File: src/verilog/sar_pkg.sv
// Shared constants and types for the sensor result and pad register bank.
// Assumes a single core clock and one serial register link from the host.
package sar_pkg;

  ////////////////////////////////////////////////////////////////////////////
  // Register addresses on the serial link.
  localparam logic [7:0] ADDR_OSC = 8'h30;
  localparam logic [7:0] ADDR_PAD_OUT = 8'h40;
  localparam logic [7:0] ADDR_PAD_IN = 8'h41;
  localparam logic [7:0] ADDR_RES_LO = 8'h50;
  localparam logic [7:0] ADDR_RES_HI = 8'h51;
  localparam logic [7:0] ADDR_CFG0 = 8'h52;
  localparam logic [7:0] ADDR_CFG1 = 8'h53;
  localparam logic [7:0] ADDR_CFG2 = 8'h54;
  localparam logic [7:0] ADDR_CFG3 = 8'h55;
  localparam logic [7:0] ADDR_CFG4 = 8'h56;
  localparam logic [7:0] ADDR_CFG5 = 8'h57;
  localparam logic [7:0] ADDR_MODE = 8'h70;

  ////////////////////////////////////////////////////////////////////////////
  // Reset values after power-on.
  localparam logic [7:0] RST_OSC = 8'h01;
  localparam logic [7:0] RST_PAD_OUT = 8'h30;
  localparam logic [7:0] RST_CFG0 = 8'h28;
  localparam logic [7:0] RST_CFG1 = 8'hF0;
  localparam logic [7:0] RST_CFG2 = 8'h00;
  localparam logic [7:0] RST_CFG3 = 8'h0C;
  localparam logic [7:0] RST_CFG4 = 8'h00;
  localparam logic [7:0] RST_CFG5 = 8'h00;
  localparam logic [7:0] RST_MODE = 8'h04;
  localparam logic [15:0] RST_RESULT = 16'h0000;

  ////////////////////////////////////////////////////////////////////////////
  // Writable bit masks; bits outside a mask are never stored and read zero, except CFG5 bit 7, which reads the converter busy input.
  localparam logic [7:0] MSK_OSC = 8'h01;
  localparam logic [7:0] MSK_PAD_OUT = 8'h33;
  localparam logic [7:0] MSK_CFG0 = 8'hFE;
  localparam logic [7:0] MSK_CFG1 = 8'hFF;
  localparam logic [7:0] MSK_CFG2 = 8'hFF;
  localparam logic [7:0] MSK_CFG3 = 8'hFF;
  localparam logic [7:0] MSK_CFG4 = 8'h7F;
  localparam logic [7:0] MSK_CFG5 = 8'h7F;
  localparam logic [7:0] MSK_MODE = 8'h3F;

  ////////////////////////////////////////////////////////////////////////////
  // Field positions.
  localparam int OSC_ON_BIT = 0;
  localparam int PAD1_DIR_BIT = 5;
  localparam int PAD0_DIR_BIT = 4;
  localparam int PAD1_DRV_BIT = 1;
  localparam int PAD0_DRV_BIT = 0;
  localparam int CBIAS_HI = 7;
  localparam int CBIAS_LO = 6;
  localparam int ABIAS_HI = 5;
  localparam int ABIAS_LO = 4;
  localparam int ENABLE_HI = 3;
  localparam int NELC_HI = 6;
  localparam int NELC_LO = 5;
  localparam int OSR_HI = 4;
  localparam int OSR_LO = 2;
  localparam int BUSY_BIT = 7;
  localparam int MODE_REF_OUT_ZERO_BIT = 1;
  localparam int MODE_EXT_REF_ONE_BIT = 0;

  ////////////////////////////////////////////////////////////////////////////
  // Result format.
  localparam int RAW_WIDTH = 18;
  localparam int RES_WIDTH = 16;
  localparam logic [4:0] RES_FULL_BITS = 5'd16;
  localparam logic [4:0] RES_BASE_BITS = 5'd6;
  localparam logic [15:0] RES_MAX = 16'h7FFF;
  localparam logic [15:0] RES_MIN = 16'h8000;

  // Link slave address; the value is arbitrary.
  localparam logic [6:0] SLAVE_ADDR_DEFAULT = 7'h48;

  // Serial link byte engine states.
  typedef enum logic [2:0] {
    ST_IDLE,
    ST_RX,
    ST_ACK_WAIT,
    ST_ACK,
    ST_TX,
    ST_TACK
  } sar_link_state_t;

endpackage

File: src/verilog/sar_core_if.sv
// Interface between the register core, the result formatter and the pad logic.
// Assumes all three share the core clock.
`timescale 1ns/1ns
interface sar_core_if;
  logic signed [17:0] raw_code; // Converter output before formatting.
  logic [2:0] osr_code; // Oversampling ratio code.
  logic [1:0] nelc_code; // Elementary count code.
  logic [15:0] fmt_code; // Saturated and formatted result.
  logic [1:0] pad_dir; // Pad directions, 1 is output.
  logic ext_ref_one; // Pad one used as reference input.
  logic ref_out_zero; // Pad zero used as reference output.
  logic [1:0] pad_raw; // Pad levels straight from the pins.
  logic [1:0] pad_oe; // Pad drive enables.
  logic [1:0] pad_level; // Synchronised pad levels.

  modport fmt (input raw_code, osr_code, nelc_code, output fmt_code);
  modport pad (input pad_dir, ext_ref_one, ref_out_zero, pad_raw, output pad_oe, pad_level);
  modport core (output raw_code, osr_code, nelc_code, pad_dir, ext_ref_one, ref_out_zero, pad_raw,
                input fmt_code, pad_oe, pad_level);
endinterface

File: src/verilog/sar_pad_ctrl.sv
// Pad drive enables and the two-stage synchroniser for the pad levels.
// Assumes the pads are asynchronous to the core clock.
`timescale 1ns/1ns
module sar_pad_ctrl
  import sar_pkg::*;
(
  input wire logic i_core_clk, // Core clock.
  input wire logic i_rst, // Asynchronous reset, active high.
  input wire logic i_ce, // Clock enable.
  sar_core_if.pad bus // Pad settings in, enables and levels out.
);

  logic [1:0] sync1_reg;
  logic [1:0] sync1_next;
  logic [1:0] sync2_reg;
  logic [1:0] sync2_next;

  // Next values of the synchroniser stages.
  always_comb begin
    sync1_next = sync1_reg;
    sync2_next = sync2_reg;
    if (i_ce) begin
      sync1_next = bus.pad_raw;
      sync2_next = sync1_reg;
    end
  end

  // Synchroniser flip-flops.
  always_ff @(posedge i_core_clk or posedge i_rst) begin
    if (i_rst) begin
      sync1_reg <= 2'h0;
      sync2_reg <= 2'h0;
    end else begin
      sync1_reg <= sync1_next;
      sync2_reg <= sync2_next;
    end
  end

  // Live level of each pad.
  assign bus.pad_level = sync2_reg; // RL14

  // A pad drives only as an output and while its reference option is off.
  assign bus.pad_oe[1] = bus.pad_dir[1] & ~bus.ext_ref_one; // RL12
  assign bus.pad_oe[0] = bus.pad_dir[0] & ~bus.ref_out_zero; // RL13
endmodule

File: src/verilog/sar_result_fmt.sv
// Saturates the converter output to 16 bits and forces insignificant low bits.
// Assumes a signed raw code wider than the result, on the core clock.
`timescale 1ns/1ns
module sar_result_fmt
  import sar_pkg::*;
(
  sar_core_if.fmt bus // Raw code and settings in, formatted code out.
);

  logic [4:0] res_bits;
  logic [4:0] force_cnt;
  logic over_pos;
  logic over_neg;
  logic [15:0] forced;

  // Resolution is twice log2 of the ratio plus log2 of the count, capped at 16.
  always_comb begin
    res_bits = RES_BASE_BITS + {1'b0, bus.osr_code, 1'b0} + {3'b000, bus.nelc_code}; // RL4
    if (res_bits > RES_FULL_BITS) begin
      res_bits = RES_FULL_BITS; // RL4
    end
    force_cnt = RES_FULL_BITS - res_bits;
  end

  // Out-of-range codes clamp to the nearest extreme instead of wrapping.
  assign over_pos = (bus.raw_code > $signed({2'b00, RES_MAX})); // RL2
  assign over_neg = (bus.raw_code < $signed({2'b11, RES_MIN})); // RL2

  // Each bit below the resolution becomes a one on top of zeros.
  genvar gi;
  generate
    for (gi = 0; gi < RES_WIDTH; gi++) begin : g_force
      always_comb begin
        if ((gi + 1) == force_cnt) begin
          forced[gi] = 1'b1; // RL3
        end else if ((gi + 1) < force_cnt) begin
          forced[gi] = 1'b0; // RL3
        end else begin
          forced[gi] = bus.raw_code[gi];
        end
      end
    end
  endgenerate

  // Two's complement 16-bit code.
  assign bus.fmt_code = over_pos ? RES_MAX : (over_neg ? RES_MIN : forced); // RL1
endmodule

File: src/verilog/sar_top.sv
// Register bank of the sensor acquisition chip behind a two-wire serial slave.
// Assumes the link pins are asynchronous and the converter runs on the core clock.
`timescale 1ns/1ns

// How it works
// [RL1] Results are sixteen-bit two's complement, split into low and high bytes.
// [RL2] Out-of-range inputs clamp to 7FFF or 8000, never wrap.
// [RL3] Below sixteen bits the low bits read as one then zeros.
// [RL4] Resolution is twice log2 ratio plus log2 count, capped at sixteen.
// [RL5] Converter bias sits at bits 7:6, amplifier bias at 5:4.
// [RL6] Host keeps sampling rate within each bias setting's limit.
// [RL7] Amplifier and converter stages can be switched off when idle.
// [RL8] Unused bits ignore writes and have no effect.
// [RL9] Every field takes its reset value at power-on reset.
// [RL10] Bit 0 at 0x30 enables the oscillator, resets to one.
// [RL11] Bits 5 and 4 at 0x40 set pad directions, reset to output.
// [RL12] Bit 1 drives pad one when output and no external reference.
// [RL13] Bit 0 drives pad zero when output and no reference output.
// [RL14] Address 0x41 returns live pad levels on bits 1:0.
// [RL15] Result low byte at 0x50, high byte at 0x51.
module sar_top
  import sar_pkg::*;
#(
  parameter logic [6:0] SLAVE_ADDR = SLAVE_ADDR_DEFAULT
) (
  input wire logic i_core_clk, // Core clock, 20 MHz.
  input wire logic i_rst, // Asynchronous reset, active high.
  input wire logic i_ce, // Clock enable; low freezes all state.
  input wire logic i_scl, // Serial link clock pin.
  input wire logic i_sda, // Serial link data pin level.
  output logic o_sda_out, // Serial data drive value, always low.
  output logic o_sda_oe, // Serial data drive enable.
  input wire logic signed [17:0] i_conv_raw, // Converter raw code.
  input wire logic i_conv_valid, // Raw code valid pulse.
  input wire logic i_conv_busy, // Converter activity.
  input wire logic [1:0] i_pad_in, // Pad pin levels.
  output logic [1:0] o_pad_out, // Pad drive values.
  output logic [1:0] o_pad_oe, // Pad drive enables.
  output logic o_osc_on, // Oscillator enable.
  output logic [1:0] o_converter_bias, // Converter bias select.
  output logic [1:0] o_amplifier_bias, // Amplifier bias select.
  output logic [3:0] o_stage_enable // Amplifier and converter stage enables.
);

  sar_core_if core_bus ();

  ////////////////////////////////////////////////////////////////////////////
  // Link pin synchronisers; the third stage only feeds edge detection.

  logic [2:0] scl_reg;
  logic [2:0] scl_next;
  logic [2:0] sda_reg;
  logic [2:0] sda_next;

  // Next values of the pin stages.
  always_comb begin
    scl_next = scl_reg;
    sda_next = sda_reg;
    if (i_ce) begin
      scl_next = {scl_reg[1:0], i_scl};
      sda_next = {sda_reg[1:0], i_sda};
    end
  end

  // Pin stage flip-flops; an idle bus reads high.
  always_ff @(posedge i_core_clk or posedge i_rst) begin
    if (i_rst) begin
      scl_reg <= 3'h7;
      sda_reg <= 3'h7;
    end else begin
      scl_reg <= scl_next;
      sda_reg <= sda_next;
    end
  end

  logic scl_s;
  logic scl_d;
  logic sda_s;
  logic sda_d;
  logic scl_rise;
  logic scl_fall;
  logic bus_start;
  logic bus_stop;

  // Edge and framing detection on the synchronised pins.
  assign scl_s = scl_reg[1];
  assign scl_d = scl_reg[2];
  assign sda_s = sda_reg[1];
  assign sda_d = sda_reg[2];
  assign scl_rise = i_ce & scl_s & ~scl_d;
  assign scl_fall = i_ce & ~scl_s & scl_d;
  assign bus_start = i_ce & scl_s & scl_d & sda_d & ~sda_s;
  assign bus_stop = i_ce & scl_s & scl_d & ~sda_d & sda_s;

  ////////////////////////////////////////////////////////////////////////////
  // Register file.

  logic [7:0] osc_reg;
  logic [7:0] osc_next;
  logic [7:0] pad_out_reg;
  logic [7:0] pad_out_next;
  logic [7:0] cfg_reg [0:5];
  logic [7:0] cfg_next [0:5];
  logic [7:0] mode_reg;
  logic [7:0] mode_next;
  logic [15:0] result_reg;
  logic [15:0] result_next;
  logic wr_en;
  logic [7:0] wr_addr;
  logic [7:0] wr_data;
  logic [7:0] rd_byte;
  logic [7:0] ptr_reg;
  logic [7:0] ptr_next;

  localparam logic [7:0] CFG_RST [0:5] = '{RST_CFG0, RST_CFG1, RST_CFG2, RST_CFG3, RST_CFG4, RST_CFG5};
  localparam logic [7:0] CFG_MSK [0:5] = '{MSK_CFG0, MSK_CFG1, MSK_CFG2, MSK_CFG3, MSK_CFG4, MSK_CFG5};

  // Next register values; unused bits are masked off on every write.
  always_comb begin
    osc_next = osc_reg;
    pad_out_next = pad_out_reg;
    mode_next = mode_reg;
    result_next = result_reg;
    for (int i = 0; i < 6; i++) begin
      cfg_next[i] = cfg_reg[i];
    end
    if (i_ce) begin
      if (wr_en) begin
        unique case (wr_addr)
          ADDR_OSC: osc_next = wr_data & MSK_OSC; // RL10 RL8
          ADDR_PAD_OUT: pad_out_next = wr_data & MSK_PAD_OUT; // RL11 RL8
          ADDR_CFG0: cfg_next[0] = wr_data & CFG_MSK[0]; // RL8
          ADDR_CFG1: cfg_next[1] = wr_data & CFG_MSK[1]; // RL5 RL8
          ADDR_CFG2: cfg_next[2] = wr_data & CFG_MSK[2];
          ADDR_CFG3: cfg_next[3] = wr_data & CFG_MSK[3];
          ADDR_CFG4: cfg_next[4] = wr_data & CFG_MSK[4]; // RL8
          ADDR_CFG5: cfg_next[5] = wr_data & CFG_MSK[5]; // RL8
          ADDR_MODE: mode_next = wr_data & MSK_MODE; // RL8
          default: ;
        endcase
      end
      if (i_conv_valid) begin
        result_next = core_bus.fmt_code; // RL1
      end
    end
  end

  // Register flip-flops with their power-on values.
  always_ff @(posedge i_core_clk or posedge i_rst) begin
    if (i_rst) begin
      osc_reg <= RST_OSC; // RL9 RL10
      pad_out_reg <= RST_PAD_OUT; // RL9 RL11
      mode_reg <= RST_MODE; // RL9
      result_reg <= RST_RESULT; // RL9
      for (int i = 0; i < 6; i++) begin
        cfg_reg[i] <= CFG_RST[i]; // RL9
      end
    end else begin
      osc_reg <= osc_next;
      pad_out_reg <= pad_out_next;
      mode_reg <= mode_next;
      result_reg <= result_next;
      for (int i = 0; i < 6; i++) begin
        cfg_reg[i] <= cfg_next[i];
      end
    end
  end

  // Read data for the current pointer; unmapped addresses read zero.
  always_comb begin
    rd_byte = 8'h00;
    unique case (ptr_reg)
      ADDR_OSC: rd_byte = osc_reg; // RL10
      ADDR_PAD_OUT: rd_byte = pad_out_reg;
      ADDR_PAD_IN: rd_byte = {6'h00, core_bus.pad_level}; // RL14
      ADDR_RES_LO: rd_byte = result_reg[7:0]; // RL15
      ADDR_RES_HI: rd_byte = result_reg[15:8]; // RL15
      ADDR_CFG0: rd_byte = cfg_reg[0];
      ADDR_CFG1: rd_byte = cfg_reg[1];
      ADDR_CFG2: rd_byte = cfg_reg[2];
      ADDR_CFG3: rd_byte = cfg_reg[3];
      ADDR_CFG4: rd_byte = cfg_reg[4];
      ADDR_CFG5: rd_byte = cfg_reg[5] | {i_conv_busy, 7'h00};
      ADDR_MODE: rd_byte = mode_reg;
      default: rd_byte = 8'h00;
    endcase
  end

  ////////////////////////////////////////////////////////////////////////////
  // Serial link byte engine.

  sar_link_state_t st_reg;
  sar_link_state_t st_next;
  logic [3:0] cnt_reg;
  logic [3:0] cnt_next;
  logic [7:0] sh_reg;
  logic [7:0] sh_next;
  logic [1:0] idx_reg;
  logic [1:0] idx_next;
  logic rd_reg;
  logic rd_next;
  logic oe_reg;
  logic oe_next;
  logic [7:0] byte_in;

  assign byte_in = {sh_reg[6:0], sda_s};

  // Bits are sampled on rising link clock edges and driven after falling ones.
  always_comb begin
    st_next = st_reg;
    cnt_next = cnt_reg;
    sh_next = sh_reg;
    ptr_next = ptr_reg;
    idx_next = idx_reg;
    rd_next = rd_reg;
    oe_next = oe_reg;
    wr_en = 1'b0;
    wr_addr = ptr_reg;
    wr_data = byte_in;
    if (bus_stop) begin
      st_next = ST_IDLE;
      oe_next = 1'b0;
    end else if (bus_start) begin
      st_next = ST_RX;
      cnt_next = 4'h0;
      idx_next = 2'h0;
      oe_next = 1'b0;
    end else begin
      unique case (st_reg)
        ST_IDLE: ;
        ST_RX: begin
          if (scl_rise) begin
            sh_next = byte_in;
            cnt_next = cnt_reg + 4'h1;
            if (cnt_reg == 4'h7) begin
              st_next = ST_ACK_WAIT;
              idx_next = (idx_reg == 2'h2) ? 2'h2 : idx_reg + 2'h1;
              if (idx_reg == 2'h0) begin
                rd_next = byte_in[0];
                if (byte_in[7:1] != SLAVE_ADDR) begin
                  st_next = ST_IDLE;
                end
              end else if (idx_reg == 2'h1) begin
                ptr_next = byte_in;
              end else begin
                wr_en = 1'b1;
                ptr_next = ptr_reg + 8'h01;
              end
            end
          end
        end
        ST_ACK_WAIT: begin
          if (scl_fall) begin
            oe_next = 1'b1;
            st_next = ST_ACK;
          end
        end
        ST_ACK: begin
          if (scl_fall) begin
            cnt_next = 4'h0;
            if (rd_reg) begin
              sh_next = rd_byte;
              oe_next = ~rd_byte[7];
              st_next = ST_TX;
            end else begin
              oe_next = 1'b0;
              st_next = ST_RX;
            end
          end
        end
        ST_TX: begin
          if (scl_rise) begin
            cnt_next = cnt_reg + 4'h1;
          end else if (scl_fall) begin
            if (cnt_reg == 4'h8) begin
              oe_next = 1'b0;
              st_next = ST_TACK;
            end else begin
              sh_next = {sh_reg[6:0], 1'b0};
              oe_next = ~sh_reg[6];
            end
          end
        end
        ST_TACK: begin
          if (scl_rise) begin
            if (!sda_s) begin
              ptr_next = ptr_reg + 8'h01;
              st_next = ST_ACK;
            end else begin
              st_next = ST_IDLE;
            end
          end
        end
      endcase
    end
  end

  // Link engine flip-flops.
  always_ff @(posedge i_core_clk or posedge i_rst) begin
    if (i_rst) begin
      st_reg <= ST_IDLE;
      cnt_reg <= 4'h0;
      sh_reg <= 8'h00;
      ptr_reg <= 8'h00;
      idx_reg <= 2'h0;
      rd_reg <= 1'b0;
      oe_reg <= 1'b0;
    end else if (i_ce) begin
      st_reg <= st_next;
      cnt_reg <= cnt_next;
      sh_reg <= sh_next;
      ptr_reg <= ptr_next;
      idx_reg <= idx_next;
      rd_reg <= rd_next;
      oe_reg <= oe_next;
    end
  end

  assign o_sda_out = 1'b0;
  assign o_sda_oe = oe_reg;

  ////////////////////////////////////////////////////////////////////////////
  // Result formatting and pad logic.

  assign core_bus.raw_code = i_conv_raw;
  assign core_bus.osr_code = cfg_reg[0][OSR_HI:OSR_LO];
  assign core_bus.nelc_code = cfg_reg[0][NELC_HI:NELC_LO];
  assign core_bus.pad_dir = {pad_out_reg[PAD1_DIR_BIT], pad_out_reg[PAD0_DIR_BIT]}; // RL11
  assign core_bus.ext_ref_one = mode_reg[MODE_EXT_REF_ONE_BIT];
  assign core_bus.ref_out_zero = mode_reg[MODE_REF_OUT_ZERO_BIT];
  assign core_bus.pad_raw = i_pad_in;

  sar_result_fmt u_fmt (
    .bus(core_bus)
  );

  sar_pad_ctrl u_pad (
    .i_core_clk(i_core_clk),
    .i_rst(i_rst),
    .i_ce(i_ce),
    .bus(core_bus)
  );

  // Outputs steered by the written registers.
  assign o_pad_out = {pad_out_reg[PAD1_DRV_BIT], pad_out_reg[PAD0_DRV_BIT]}; // RL12 RL13
  assign o_pad_oe = core_bus.pad_oe; // RL12 RL13
  assign o_osc_on = osc_reg[OSC_ON_BIT]; // RL10
  assign o_converter_bias = cfg_reg[1][CBIAS_HI:CBIAS_LO]; // RL5
  assign o_amplifier_bias = cfg_reg[1][ABIAS_HI:ABIAS_LO]; // RL5
  assign o_stage_enable = cfg_reg[1][ENABLE_HI:0]; // RL7
endmodule
File: config.mk
export PLATFORM = sky130hd
export DESIGN_NAME = sar_top
export DESIGN_NICKNAME = d
export VERILOG_FILES = /design/src/verilog/sar_pkg.sv /design/src/verilog/sar_core_if.sv /design/src/verilog/sar_pad_ctrl.sv /design/src/verilog/sar_result_fmt.sv /design/src/verilog/sar_top.sv
export SDC_FILE = /design/constraint.sdc
export NUM_CORES = 1
export LEC_CHECK = 0
export BUFFER_PORTS_ARGS = -buffer_cell sky130_fd_sc_hd__buf_2
export CORE_MARGIN = 4
export CORE_UTILIZATION = 40
export CTS_CLUSTER_SIZE = 16
export DETAILED_ROUTE_END_ITERATION = 8
export SLEW_MARGIN = 15
export SYNTH_ARGS = -nofsm -noshare
export SYNTH_HDL_FRONTEND = slang
export SYNTH_HIERARCHICAL = 1
export SYNTH_SLANG_ARGS = --single-unit
File: constraint.sdc
create_clock -name i_core_clk -period 3.5 [get_ports i_core_clk]
set_input_delay 0.35 -clock i_core_clk [delete_from_list [all_inputs] [get_ports i_core_clk]]
set_output_delay 0.35 -clock i_core_clk [all_outputs]
set_load 0.03 [all_outputs]
==> results.json <==
{
  "run_status": "finished clean",
  "fmaxAchievable_mhz": 311,
  "synthToLayoutAreaGrowth_pct": 8.64,
  "numPortBuffers": 40,
  "slew_viol_final": 0,
  "post-place-cells": 826,
  "routedLengthMet1_um": 7680,
  "min-delay-path-class": "in -> reg",
  "max-clock-path-buffers": 2,
  "critPathArrivalTime_ns": 3.46,
  "grt_first_pass_wirelength_um": 26700,
  "fin_crit_sh_pct": 91.8,
  "synth.top_cell.area_share_pct": 35.3,
  "slew_headroom_pct": 54.2,
  "maxCapViolations": 0,
  "crit_chain": "inv_1 -> ha_1 -> inv_1 -> ha_1 -> inv_1 -> fa_1 -> and2_1 -> inv_1 -> ha_2 -> nor2b_1 -> a21o_1 -> or2_0 -> a211o_1 -> nand3_1 -> mux2_2",
  "num_antenna_cells": 0,
  "clock_skew_ns": 0.00645,
  "unrepaired_setup_endpoints_after_global_routing": "false",
  "grt_overflow_total": 0,
  "critical-path-slowest-cell": "sky130_fd_sc_hd__fa_1",
  "detailedRoute.firstPassIterationCount": 5,
  "synth_seq_area_share_pct": 42.7,
  "layout.cells.non_filler": 843,
  "grt.total_usage_pct": 18.6,
  "ys.warnings.count": 6,
  "tns_ns": 0,
  "route.vias.total": 4807,
  "drc": 0,
  "finish.instance_area_um2": 6940,
  "ys_ff_latch": 108,
  "required_ns": 3.75,
  "critical_path_peak_fanout": 11,
  "holdWs_ns": 0.226,
  "highest_layer": "met4",
  "fill_cells": 1508,
  "cts_tree": "yes",
  "peakVddDrop_mv": 0.297,
  "wl_met2_um": 7770,
  "fp.coreArea_um2": 15400,
  "synth-main-ff-cell": "sky130_fd_sc_hd__dfrtp_1",
  "final_net_count": 671,
  "cell_area_power_density_nw_per_um2": 504,
  "synth.net_count": 664,
  "gp_congestion": 0.911,
  "design.die.area_um2": 18100,
  "synth-edff-count": 0,
  "place_hpwl_um": 11600,
  "synth_area_per_cell_um2": 10.3,
  "route.met3.wl_um": 623,
  "grt_pass1_vias": 4897,
  "drt-initial-drc-count": 424,
  "largest_register_ffs": 37,
  "fp.dieW_um": 134,
  "cts_made_buffers": 9,
  "critPathCaptureType": "flip-flop",
  "final_period_minus_worst_setup_slack_ns": 3.21,
  "tightest_slew_ns": 0.687,
  "cts.reportedPaths.clkPinSlew_ns": 0.07,
  "syn_inst": 620,
  "clkLatencyLatePin_ns": 0.36,
  "start_util_pct": 41.4,
  "classification_of_the_worst_setup_path": "reg -> reg",
  "drt-wirelength-per-cell_um": 19.4,
  "mappedNetlistArea_um2": 6390,
  "final_antenna_net_count": 0,
  "placedInstanceArea_um2": 6610,
  "cts.sink_count": 108,
  "clock_tree.htree_level_count": 3,
  "drive_above_1_share_pct": 27.5,
  "start_kind": "flip-flop",
  "synth_largest_area_cell": "sky130_fd_sc_hd__dfrtp_1",
  "netlist_top_cells_count": "sky130_fd_sc_hd__dfrtp_1, sky130_fd_sc_hd__mux2_2, sky130_fd_sc_hd__nor2_1",
  "cts_root_buffer": "sky130_fd_sc_hd__clkbuf_16",
  "synth-async-reset-ratio_pct": 100,
  "pre_cts_ws_ns": 0.238,
  "slowest_delay_ns": 0.37,
  "count_of_pins_on_the_block_boundary": 42,
  "avgViaCountPerCell": 5.70,
  "postRouteWirelength_um": 16300,
  "total_count_of_hold_check_failures_in_the_final_report": 0,
  "die_y_um": 134,
  "synth.top_cells.by_area": "sky130_fd_sc_hd__dfrtp_1, sky130_fd_sc_hd__mux2_2, sky130_fd_sc_hd__dfstp_2",
  "path_common_cell": "sky130_fd_sc_hd__inv_1",
  "final-setup-viol-count": 0,
  "grt_start_max_net_pins": 54,
  "floorplan.rows": 45,
  "post-route-worst-setup-slack_ns": 0.289,
  "synth_most_common_cell": "sky130_fd_sc_hd__dfrtp_1",
  "leakagePower_nw": 3.02,
  "antenna_found_initial": 0,
  "synth_cell_type_count": 70
}
-- critical path, delay by kind of cell (launching register included) --
family,cells,cell delay (ns)
flops,1,0.36
compound gates,2,0.34
buf+inv,4,0.30
mux,1,0.26
fa+ha+maj,4,1.01
simple gates,4,0.83
-- kinds of logic (layout without fill, tap and decap cells) --
group	count (synthesis)	count (layout)	synth area share [%]
DFF	108	108	42.7
muxes	92	92	16.1
other	1	1	0.0587
and+or+nand+nor	151	151	13.0
buffers and inverters	85	97	6.78
adders and majority gates	17	17	3.45
xor gates and xnor gates	6	6	0.940
AOI/OAI and AO/OA	160	160	17.0
-- worst paths after layout --
check | to | start | cells after the start | slack (ns)
worst min register to register | o_sda_oe | o_sda_oe | 2 | 0.49
worst max register to register | result_reg[11] | cfg_reg[42] | 15 | 0.29
min in group asynchronous | u_pad/sync1_reg[0] | i_rst | 3 | 0.43
max in group asynchronous | o_converter_bias[0] | i_rst | 4 | 1.97
worst max-delay path | result_reg[11] | cfg_reg[42] | 15 | 0.29
worst min-delay path | u_pad/sync1_reg[1] | i_pad_in[1] | 2 | 0.23
-- area by class of cell --
type	count	area [µm²]	share of cell area, %
repair buffers	51	285	4.11
multi-input cells	427	3230	46.6
clock inverters	6	88.8	1.28
inverters	30	115	1.66
flip-flops and latches	108	2730	39.3
clock buffers	10	229	3.30
well taps	211	264	3.80
-- report_power, final --
group	switching, W	internal (W)	total (W)
Clock	0.000484	0.000628	0.00111
Sequential	0.000270	0.00138	0.00165
Combinational	0.000421	0.000316	0.000738
Total	0.00117	0.00232	0.00349
-- cells in the final DEF, fill, tap and decap left out, types with 3 or more instances in the layout --
cell type                    n
sky130_fd_sc_hd__nand2_1    32
sky130_fd_sc_hd__mux2i_1     7
sky130_fd_sc_hd__o22ai_1    15
sky130_fd_sc_hd__nor2_1     41
sky130_fd_sc_hd__o22a_1      4
sky130_fd_sc_hd__a22oi_1    18
sky130_fd_sc_hd__nor3_1      9
sky130_fd_sc_hd__mux2_1      6
sky130_fd_sc_hd__ha_1       15
sky130_fd_sc_hd__nand4_1     6
sky130_fd_sc_hd__a21oi_1    26
sky130_fd_sc_hd__and3_1     12
sky130_fd_sc_hd__and3b_1     3
sky130_fd_sc_hd__mux2_2     79
sky130_fd_sc_hd__nand3_1     9
sky130_fd_sc_hd__o21ai_0    31
sky130_fd_sc_hd__nand2b_1    5
sky130_fd_sc_hd__a21boi_0    6
sky130_fd_sc_hd__xnor2_1     5
sky130_fd_sc_hd__buf_4      10
sky130_fd_sc_hd__dfrtp_1    90
sky130_fd_sc_hd__a31oi_1     6
sky130_fd_sc_hd__clkbuf_16   9
sky130_fd_sc_hd__a221oi_1    9
sky130_fd_sc_hd__and2_1      6
sky130_fd_sc_hd__a22o_1     15
sky130_fd_sc_hd__nand3b_1    4
sky130_fd_sc_hd__buf_2      40
sky130_fd_sc_hd__dfstp_2    18
sky130_fd_sc_hd__o31ai_1     7
sky130_fd_sc_hd__nor2b_1     6
sky130_fd_sc_hd__inv_1      29
-- per-layer routing --
| layer | vias to the layer above | GRT usage, % |
|---|---|---|
| met5 | - | 0 |
| met4 | 0 | 5.20 |
| met3 | 19 | 3.45 |
| met2 | 92 | 30.0 |
| met1 | 2438 | 25.9 |
| li1 | 2258 | - |
-- metrics by stage --
stage / power [W] / utilization, %
floorplan: 0.00214 / -
global placement: 0.00239 / 42.8
detailed placement: 0.00240 / 42.8
CTS: 0.00351 / 45.0
global route: 0.00368 / 45.0
finish: 0.00349 / 45.0
-- repair_timing --
item | CTS | global route
endpoints found under the hold margin | 4 | 0
endpoints found under the setup margin | 0 | 7
buffers inserted | 0 | 0
resized for setup | 0 | 1
hold buffers | 1 | 0
(Power assumes the default switching activity.)
